<file path="src/hdl/iob_pkg.sv">
// Package for the internal oscillator block: register map, fields, codes and timing
package iob_pkg;
   // Register byte offsets on APB
   localparam logic [7:0] IOB_OFF_TUNING = 8'h00;
   localparam logic [7:0] IOB_OFF_CONTROL = 8'h04;
   localparam logic [7:0] IOB_OFF_CONFIG = 8'h08;
   localparam logic [7:0] IOB_OFF_STATUS = 8'h0C;
   // Tuning register fields and reset
   localparam int IOB_TUN_SRC_BIT = 7;
   localparam int IOB_TUN_MULT_BIT = 6;
   localparam int IOB_TUN_TRIM_MSB = 4;
   localparam logic [7:0] IOB_TUN_RESET = 8'h00;
   localparam logic [7:0] IOB_TUN_WMASK = 8'hDF;
   // Control register: frequency select in bits 6:4, reset to 1 MHz code
   localparam int IOB_CTL_FSEL_LSB = 4;
   localparam logic [2:0] IOB_FSEL_RESET = 3'h4;
   localparam logic [2:0] IOB_FSEL_8M = 3'h7;
   localparam logic [2:0] IOB_FSEL_4M = 3'h6;
   localparam logic [2:0] IOB_FSEL_31K = 3'h0;
   // Config register: primary config bits 3:0, features bits 7:4, clock select bit 8
   localparam int IOB_CFG_FEAT_LSB = 4;
   localparam int IOB_CFG_SEL_BIT = 8;
   localparam logic [3:0] IOB_PCFG_CLKOUT = 4'h9;
   localparam logic [3:0] IOB_PCFG_DUALIO = 4'h8;
   localparam logic [3:0] IOB_PCFG_RESET = 4'h8;
   // Settling time after a trim write
   localparam int IOB_SETTLE_US = 1000;
   localparam int IOB_CLK_MHZ = 125;
   localparam int IOB_SETTLE_CYC = IOB_SETTLE_US * IOB_CLK_MHZ;
   // Clock path selection
   typedef enum logic [1:0]
   {
      IOB_PATH_FAST = 2'b00,
      IOB_PATH_POST = 2'b01,
      IOB_PATH_SLOW = 2'b10
   } iob_path_t;
   // Oscillator control outputs travel together
   typedef struct packed
   {
      logic fast_en;
      logic slow_en;
      logic mult_on;
      iob_path_t path;
      logic [2:0] post_shift;
      logic [4:0] trim_applied;
   } iob_osc_ctl_t;
endpackage

</file>
<file path="src/hdl/iob_top.sv">
// Internal oscillator block: registers, source enables, postscaler select, trim slew, pins
//
// Functional notes
// - Fast source 8 MHz direct or postscaled
// - Fast source on for 125k-8M selections
// - Slow RC on when selected or features
// - Frequency select picks direct, slow, postscaler
// - Clock-out mode drives clock/4 on pin
// - Dual I/O mode frees both pins
// - Slow RC unaffected by trim field
// - Trim slews, settles within 1 ms, status bit 8 flags done
// - Bit 7 picks 31 kHz source
// - Bit 6 enables 4x multiplier
// - Multiplier only under config and select
// - Multiplier controlled by software only
// - Zero trim gives calibrated 8 MHz
// - Select decode 111 8M, halving, 000 31k
// - Source bit picks fast/256 or slow RC
// - Reset frequency select is 1 MHz
//
// The APB register port and the address map were chosen for this implementation.
`timescale 1ns/1ps
module iob_top
   import iob_pkg::*;
#(
   parameter int SETTLE_CYC = IOB_SETTLE_CYC, // Cycles for one full trim settle
   parameter int TRIM_W = 5 // Width of trim field
)
(
   input wire logic core_clk,
   input wire logic rst_n,
   input wire logic psel,
   input wire logic penable,
   input wire logic pwrite,
   input wire logic [7:0] paddr,
   input wire logic [31:0] pwdata,
   output logic [31:0] prdata,
   output logic pready,
   output logic pslverr,
   input wire logic dev_clk_div4, // Device clock divided by four
   input wire logic port_a_bit6_out, // Port data for second pin
   input wire logic port_a_bit6_oe,
   input wire logic port_a_bit7_out, // Port data for first pin
   input wire logic port_a_bit7_oe,
   input wire logic first_osc_pin_in,
   input wire logic second_osc_pin_in,
   output logic first_osc_pin_out,
   output logic first_osc_pin_oe,
   output logic second_osc_pin_out,
   output logic second_osc_pin_oe,
   output logic port_a_bit6_in,
   output logic port_a_bit7_in,
   output iob_osc_ctl_t osc_ctl // Controls to the analog oscillators
);
   // Elaboration check: trim field is fixed at five bits in the map
   if (TRIM_W != 5 || SETTLE_CYC < 1)
   begin : g_bad_param
      $error("iob_top: unsupported parameter values");
   end

   localparam int STEP_CYC_I = (SETTLE_CYC / 32 < 1) ? 1 : SETTLE_CYC / 32;
   localparam logic [31:0] STEP_CYC = 32'(STEP_CYC_I);

   logic low_freq_source_select; // Tuning bit 7
   logic multiplier_enable; // Tuning bit 6
   logic [4:0] trim_field; // Requested trim
   logic [4:0] trim_applied; // Slewing trim actually used
   logic [2:0] internal_freq_select; // Control register field
   logic [3:0] primary_osc_config; // Configuration code
   logic [3:0] feature_en; // Power-up timer, monitor, watchdog, two-speed
   logic internal_selected; // Internal block drives device clock
   logic [31:0] step_cnt; // Slew step timer
   logic mult_allowed;
   logic wr_ok;
   logic [31:0] rd_word;

   // Address decode used only for the slave error response
   function automatic logic is_mapped(input logic [7:0] a);
      return a == IOB_OFF_TUNING || a == IOB_OFF_CONTROL ||
             a == IOB_OFF_CONFIG || a == IOB_OFF_STATUS;
   endfunction

   // Zero wait state slave: access phase completes at once
   assign pready = 1'b1;
   assign wr_ok = psel && penable && pwrite;
   // Unmapped addresses answer with an error and no effect
   assign pslverr = psel && penable && !is_mapped(paddr);

   // Multiplier allowed only in internal pin modes at 4 or 8 MHz
   // multiplier gate conditions
   assign mult_allowed = (primary_osc_config == IOB_PCFG_CLKOUT ||
                          primary_osc_config == IOB_PCFG_DUALIO) &&
                         (internal_freq_select == IOB_FSEL_8M ||
                          internal_freq_select == IOB_FSEL_4M);

   // Tuning register writes; bit 5 is not stored
   always_ff @(posedge core_clk or negedge rst_n)
   begin
      if (!rst_n)
      begin
         low_freq_source_select <= IOB_TUN_RESET[IOB_TUN_SRC_BIT];
         trim_field <= IOB_TUN_RESET[IOB_TUN_TRIM_MSB:0];
      end
      else if (wr_ok && paddr == IOB_OFF_TUNING)
      begin
         low_freq_source_select <= pwdata[IOB_TUN_SRC_BIT];
         trim_field <= pwdata[IOB_TUN_TRIM_MSB:0];
      end
   end

   // Multiplier enable: software only, writes ignored when not allowed
   always_ff @(posedge core_clk or negedge rst_n)
   begin
      if (!rst_n)
         multiplier_enable <= IOB_TUN_RESET[IOB_TUN_MULT_BIT];
      else if (!mult_allowed)
         multiplier_enable <= 1'b0;
      else if (wr_ok && paddr == IOB_OFF_TUNING)
         multiplier_enable <= pwdata[IOB_TUN_MULT_BIT];
   end

   // Frequency select; reset lands on 1 MHz
   always_ff @(posedge core_clk or negedge rst_n)
   begin
      if (!rst_n)
         internal_freq_select <= IOB_FSEL_RESET;
      else if (wr_ok && paddr == IOB_OFF_CONTROL)
         internal_freq_select <= pwdata[IOB_CTL_FSEL_LSB +: 3];
   end

   // Configuration stands in for fuses, writable so a bench can reach every mode
   always_ff @(posedge core_clk or negedge rst_n)
   begin
      if (!rst_n)
      begin
         primary_osc_config <= IOB_PCFG_RESET;
         feature_en <= 4'h0;
         internal_selected <= 1'b1;
      end
      else if (wr_ok && paddr == IOB_OFF_CONFIG)
      begin
         primary_osc_config <= pwdata[3:0];
         feature_en <= pwdata[IOB_CFG_FEAT_LSB +: 4];
         internal_selected <= pwdata[IOB_CFG_SEL_BIT];
      end
   end

   // Trim slews one code per step so the frequency drifts rather than jumps;
   // 31 steps cover the whole range inside the settle time. Status bit 8 flags done.
   // gradual settle within 1 ms
   always_ff @(posedge core_clk or negedge rst_n)
   begin
      if (!rst_n)
      begin
         trim_applied <= 5'h00;
         step_cnt <= 32'h0000_0000;
      end
      else if (trim_applied == trim_field)
         step_cnt <= 32'h0000_0000;
      else if (step_cnt >= STEP_CYC - 32'h0000_0001)
      begin
         step_cnt <= 32'h0000_0000;
         if ($signed(trim_field) > $signed(trim_applied))
            trim_applied <= trim_applied + 5'h01;
         else
            trim_applied <= trim_applied - 5'h01;
      end
      else
         step_cnt <= step_cnt + 32'h0000_0001;
   end

   // Oscillator control outputs
   always_comb
   begin
      osc_ctl = '0;
      case (internal_freq_select)
         IOB_FSEL_8M:
         begin
            osc_ctl.path = IOB_PATH_FAST;
            osc_ctl.post_shift = 3'h0;
         end
         IOB_FSEL_31K:
         begin
            osc_ctl.path = low_freq_source_select ? IOB_PATH_POST : IOB_PATH_SLOW;
            osc_ctl.post_shift = 3'h0;
         end
         default:
         begin
            // Codes 6..1 divide 8 MHz by 2..64
            osc_ctl.path = IOB_PATH_POST;
            osc_ctl.post_shift = 3'h7 - internal_freq_select;
         end
      endcase
      osc_ctl.fast_en = internal_freq_select != IOB_FSEL_31K || low_freq_source_select;
      osc_ctl.slow_en = (internal_selected && osc_ctl.path == IOB_PATH_SLOW) ||
                        (|feature_en);
      osc_ctl.mult_on = multiplier_enable && mult_allowed;
      osc_ctl.trim_applied = trim_applied;
   end

   // Pin muxing for the internal oscillator pin modes
   always_comb
   begin
      // Other modes leave the pins to the oscillator circuitry
      first_osc_pin_out = 1'b0;
      first_osc_pin_oe = 1'b0;
      second_osc_pin_out = 1'b0;
      second_osc_pin_oe = 1'b0;
      port_a_bit6_in = 1'b0;
      port_a_bit7_in = 1'b0;
      if (primary_osc_config == IOB_PCFG_CLKOUT || primary_osc_config == IOB_PCFG_DUALIO)
      begin
         // first pin is port bit 7
         first_osc_pin_out = port_a_bit7_out;
         first_osc_pin_oe = port_a_bit7_oe;
         port_a_bit7_in = first_osc_pin_in;
      end
      if (primary_osc_config == IOB_PCFG_CLKOUT)
      begin
         second_osc_pin_out = dev_clk_div4;
         second_osc_pin_oe = 1'b1;
      end
      else if (primary_osc_config == IOB_PCFG_DUALIO)
      begin
         // second pin is port bit 6
         second_osc_pin_out = port_a_bit6_out;
         second_osc_pin_oe = port_a_bit6_oe;
         port_a_bit6_in = second_osc_pin_in;
      end
   end

   // Read mux
   always_comb
   begin
      rd_word = 32'h0000_0000;
      case (paddr)
         IOB_OFF_TUNING: rd_word = {24'h00_0000, low_freq_source_select,
                                    multiplier_enable, 1'b0, trim_field};
         IOB_OFF_CONTROL: rd_word = {25'h000_0000, internal_freq_select, 4'h0};
         IOB_OFF_CONFIG: rd_word = {23'h00_0000, internal_selected, feature_en,
                                    primary_osc_config};
         IOB_OFF_STATUS: rd_word = {23'h00_0000, trim_applied == trim_field,
                                    osc_ctl.post_shift, osc_ctl.fast_en,
                                    osc_ctl.slow_en, osc_ctl.mult_on, osc_ctl.path};
         default: rd_word = 32'h0000_0000;
      endcase
   end

   // Read data registered at the end of the setup phase, held through access
   always_ff @(posedge core_clk or negedge rst_n)
   begin
      if (!rst_n)
         prdata <= 32'h0000_0000;
      else if (psel && !penable && !pwrite)
         prdata <= rd_word;
   end
endmodule // iob_top

</file>
<file path="config.mk">
export PLATFORM = sky130hd
export DESIGN_NAME = iob_top
export DESIGN_NICKNAME = d
export VERILOG_FILES = /design/src/hdl/iob_pkg.sv /design/src/hdl/iob_top.sv
export SDC_FILE = /design/constraint.sdc
export NUM_CORES = 1
export LEC_CHECK = 0
export ABC_AREA = 1
export BUFFER_PORTS_ARGS = -buffer_cell sky130_fd_sc_hd__buf_2
export CORE_AREA = 2 2 85 87
export DETAILED_ROUTE_END_ITERATION = 16
export DIE_AREA = 0 0 87 89
export GPL_TIMING_DRIVEN = 0
export PLACE_DENSITY = 0.79
export SETUP_SLACK_MARGIN = 0.5
export SYNTH_ARGS = -nofsm -noshare
export SYNTH_HDL_FRONTEND = slang
export SYNTH_SLANG_ARGS = --single-unit
</file>
<file path="constraint.sdc">
create_clock -name core_clk -period 2.5 [get_ports core_clk]
set_input_delay 0.125 -clock core_clk [delete_from_list [all_inputs] [get_ports core_clk]]
set_output_delay 0.125 -clock core_clk [all_outputs]
set_load 0.03 [all_outputs]
</file>
==> impl_results.md <==
- Int Pwr: around 2.3 mW
- # setup viols final: 0
- Worst path most repeated cell: nand2_1
- Max-cap violations: 0
- Final Hold Vio Count: 0
- Area leader, netlist: dfrtp_1
- CP Depth: 13
- Remaining DRCs: 0
- Vias in the first global route: between 2,000 and 3,000
- Avg Cell Area, Syn: 8.614 sq um
- Post-Syn Area: around 3400 sq um
- Starting density of the core: about half
- Dpl cell area: around 4000 sq um
- CP Capture Type: register
- Clock Power Share: around 28%
- Initial antenna violation count: 0
- Rel. slew slack: between 40% and 50%
- Worst-Margin Slew: around 800 ps
- Die H: ~89 um
- Synth top cells by count: 101 x nand2_1, 62 x dfrtp_1, 49 x inv_1
- Port bufs: 57
- Leak: 2.336 nW
- Clock root cell: clkbuf_8
- I/O pin cnt: 105
- Critical Path Max Stage Delay: ~420 ps
- Die X: 87 um
- Largest net degree at the start of global routing: 66
- Ys flop type: dfrtp_1
- #FFs+latches synth: 65
- Num rows: 30
- All-Layer GR Usage: around 20%
- First-pass GRT wire length: 12,220 um
- Worst vdd ir: approximately 0.00070 V
- CTS tree: done
- CP max-delay cell: fa_2
- Async SR Flop Fraction: 100.0%
- Net Switching: 1.243 mW
- P per Cell Area: 795.8 nW/um^2
- Fraction of layout cells with a size suffix above 1: 33.40%
- Net Sw Frac: 35.03%
- Distinct cells, synth: just over 40
- Core footprint: approximately 6700 sq um
- CP Class: reg2reg
- Worst-path fanout max: 4
- Critical Path, Cell by Cell: ha_4, nand2_4, nor2_4, nand2_2, nand4_1, nand3_4, fa_2, a31oi_4, inv_1, nand2_1, nand3_1, nand2_1, nand2_1
- Clock Skews: 9.811 ps
- DR iter-0 viols: ~170
- Clock Latency Late Sink: ~340 ps
- Total global routing overflow: 0
- Worst Hold Class: in2reg
- Combinational power share: 39.0%
- WP data required: between 2000 and 3000 ps
- Final setup TNS: 0 ps
- Run status: complete, no violations
- Critical path startpoint: trim_field[4]
- Crit-path leading delay family: simple AND/OR/NAND/NOR gates
- Final non-filler cell area: 4461 sq um
- Critical Path End: trim_applied[4]
- RSZ-0062 raised after global routing: yes
- Via Count: around 2,800
- Yosys warnings: 0
- Worst-path clk slew: about 80 ps
- Reg2reg end: trim_applied[4]
- Min cycle time layout: 2336 ps
- Syn Inst Count: around 400
- Detailed Route WL: approximately 7200 um
- EDFF count, synth: 0
- Routed vias/inst: between 4 and 5
- Register-to-Register Path Depth: 13
- Crit share post-route: approximately 93%
- WP data arrival: roughly 2600 ps
- Max-slew violations: 0
- Post-synthesis sequential area ratio: between 40% and 50%
- DIE AREA: roughly 7700 sq um
- CTS Buf Count: 9
- First-pass DRT Iterations: 4
- Routed WL per cell: 11.79 um
- Final ANT Viol Nets: 0
- Fmax: about 0.43 GHz
- Routability cong.: 0.8547
- H-tree Lvls: 3
- Ant diodes: 0
- Reg2Reg Setup Slack: about 160 ps
- Clock sinks: between 60 and 70
- Buf/Inv on CP: 1
- Most frequent cell after synthesis: nand2_1
- CP Launch Type: register
- Final HPWL DP: around 5200 um
- Synth area leaders: dfrtp_1 45%, nand2_1 11%, inv_1 5.4%, buf_4 5.2%, ha_1 4.0%
- Reg2reg start: trim_field[4]
- Area delta synth->final: 29.78%
- Bufs on Longest Clock Path: 2
- Flop pwr share: between 30% and 40%
- Yosys top cell area share: between 40% and 50%
- Layout Nets: between 500 and 600
-- layout make-up --
cell class                      instances  area (sq um)
Fill cell                             541          2258
Multi-Input combinational cell        295          1699
Sequential cell                        65          1635
Timing Repair Buffer                   70         391.6
Buffer                                 29         216.5
Inverter                               52         198.9
Clock buffer                            9         123.9
Tap cell                               80         100.1
Clock inverter                          7         95.09
-- per-stage QoR --
step	std cells	total power [mW]	hold slack, ps	utilization, %	setup WS (ps)
6_report	607	3.550	27.83	66.39	163.7
2_1_floorplan	441	1.990	-170.6	-	231.5
4_1_cts	604	3.350	23.16	65.23	252.0
3_5_place_dp	578	2.232	374.8	60.22	118.0
5_1_grt	607	3.754	18.65	66.39	52.37
3_3_place_gp	578	2.172	377.0	60.22	185.5
-- registers in the layout, indices dropped and copies added, names as in the netlist, 3 cells and up --
name                  cells
step_cnt                 32
prdata                    9
trim_field                5
internal_freq_select      3
feature_en                4
primary_osc_config        4
trim_applied              5
-- cells in the final DEF, fill, tap and decap left out, types with 2 or more instances in the layout --
cell and n:
nand2_1 96, buf_2 58, dfrtp_1 58, inv_1 45, conb_1 44, buf_4 36
nor2_1 34, nand3_1 16, o21ai_2 12, o21ai_1 10, a21oi_1 9, nand4_1 9
clkbuf_8 9, nand2_2 8, ha_1 6, inv_2 5, o21ai_0 5, ha_4 5
nor2_2 4, nor2_4 4, xor2_1 4, dfrtp_2 4, nand3_2 3, xnor2_1 3
nor3_1 3, clkinv_2 3, buf_6 3, dfstp_2 3, a31oi_1 2, nand2_4 2
bufinv_16 2, clkinv_4 2
-- logic make-up after synthesis --
family / Yosys count / share of synthesized area (%)
compound gates: 42 / 7.681
xor+xnor: 8 / 2.038
fa+ha+maj: 12 / 4.587
buf+inv: 81 / 12.09
flops: 65 / 47.43
mux: 1 / 0.4367
other cells: 2 / 0.2185
simple gates: 188 / 25.52
-- metal layers --
layer  vias to the layer above  routed length [um]  share of wire [%]  track usage (%)
met1                      1281                3052                 43            24.78
met5                         -                   0                  0                0
met3                        13                 303                4.2            3.786
met2                        79                3655                 51            34.84
li1                       1442                   -                  -                -
met4                         0                 145                2.0            8.381
-- repair_timing --
action / CTS / global route
hold buffers: 0 / 1
setup endpoints to repair: 4 / 4
buffers inserted: 10 / 2
resized for setup: 11 / 7
hold endpoints to repair: 0 / 62
pin swaps: 7 / 5
-- worst min path at each step --
stage / start / end / slack [ps] / cells after the start
2_1_floorplan: rst_n / feature_en[0] / -170 / 0
3_3_place_gp: pwdata[8] / internal_selected / 380 / 2
3_5_place_dp: pwdata[8] / internal_selected / 370 / 2
4_1_cts: pwdata[3] / primary_osc_config[3] / 20 / 3
5_1_grt: pwdata[8] / internal_selected / 20 / 2
6_report: pwdata[3] / primary_osc_config[3] / 30 / 3
-- power groups by stage --
| stage | Clock (mW) | Sequential (mW) | Combinational, mW |
|---|---|---|---|
| CTS | 0.990 | 1.18 | 1.18 |
| finish | 0.978 | 1.19 | 1.39 |
| global placement | 0 | 1.23 | 0.941 |
| floorplan | 0 | 1.30 | 0.687 |
| global route | 1.05 | 1.19 | 1.51 |
| detailed placement | 0 | 1.23 | 1.00 |
-- worst register-to-register path: stages (launching register included) --
cell and delay (ps):
dfrtp_1 410, ha_4 320, nand2_4 60, nor2_4 120, nand2_2 90, nand4_1 140, nand3_4 150, fa_2 430
a31oi_4 160, inv_1 60, nand2_1 80, nand3_1 80, nand2_1 70, nand2_1 60
Note: power is estimated with default switching activity, not from simulation.
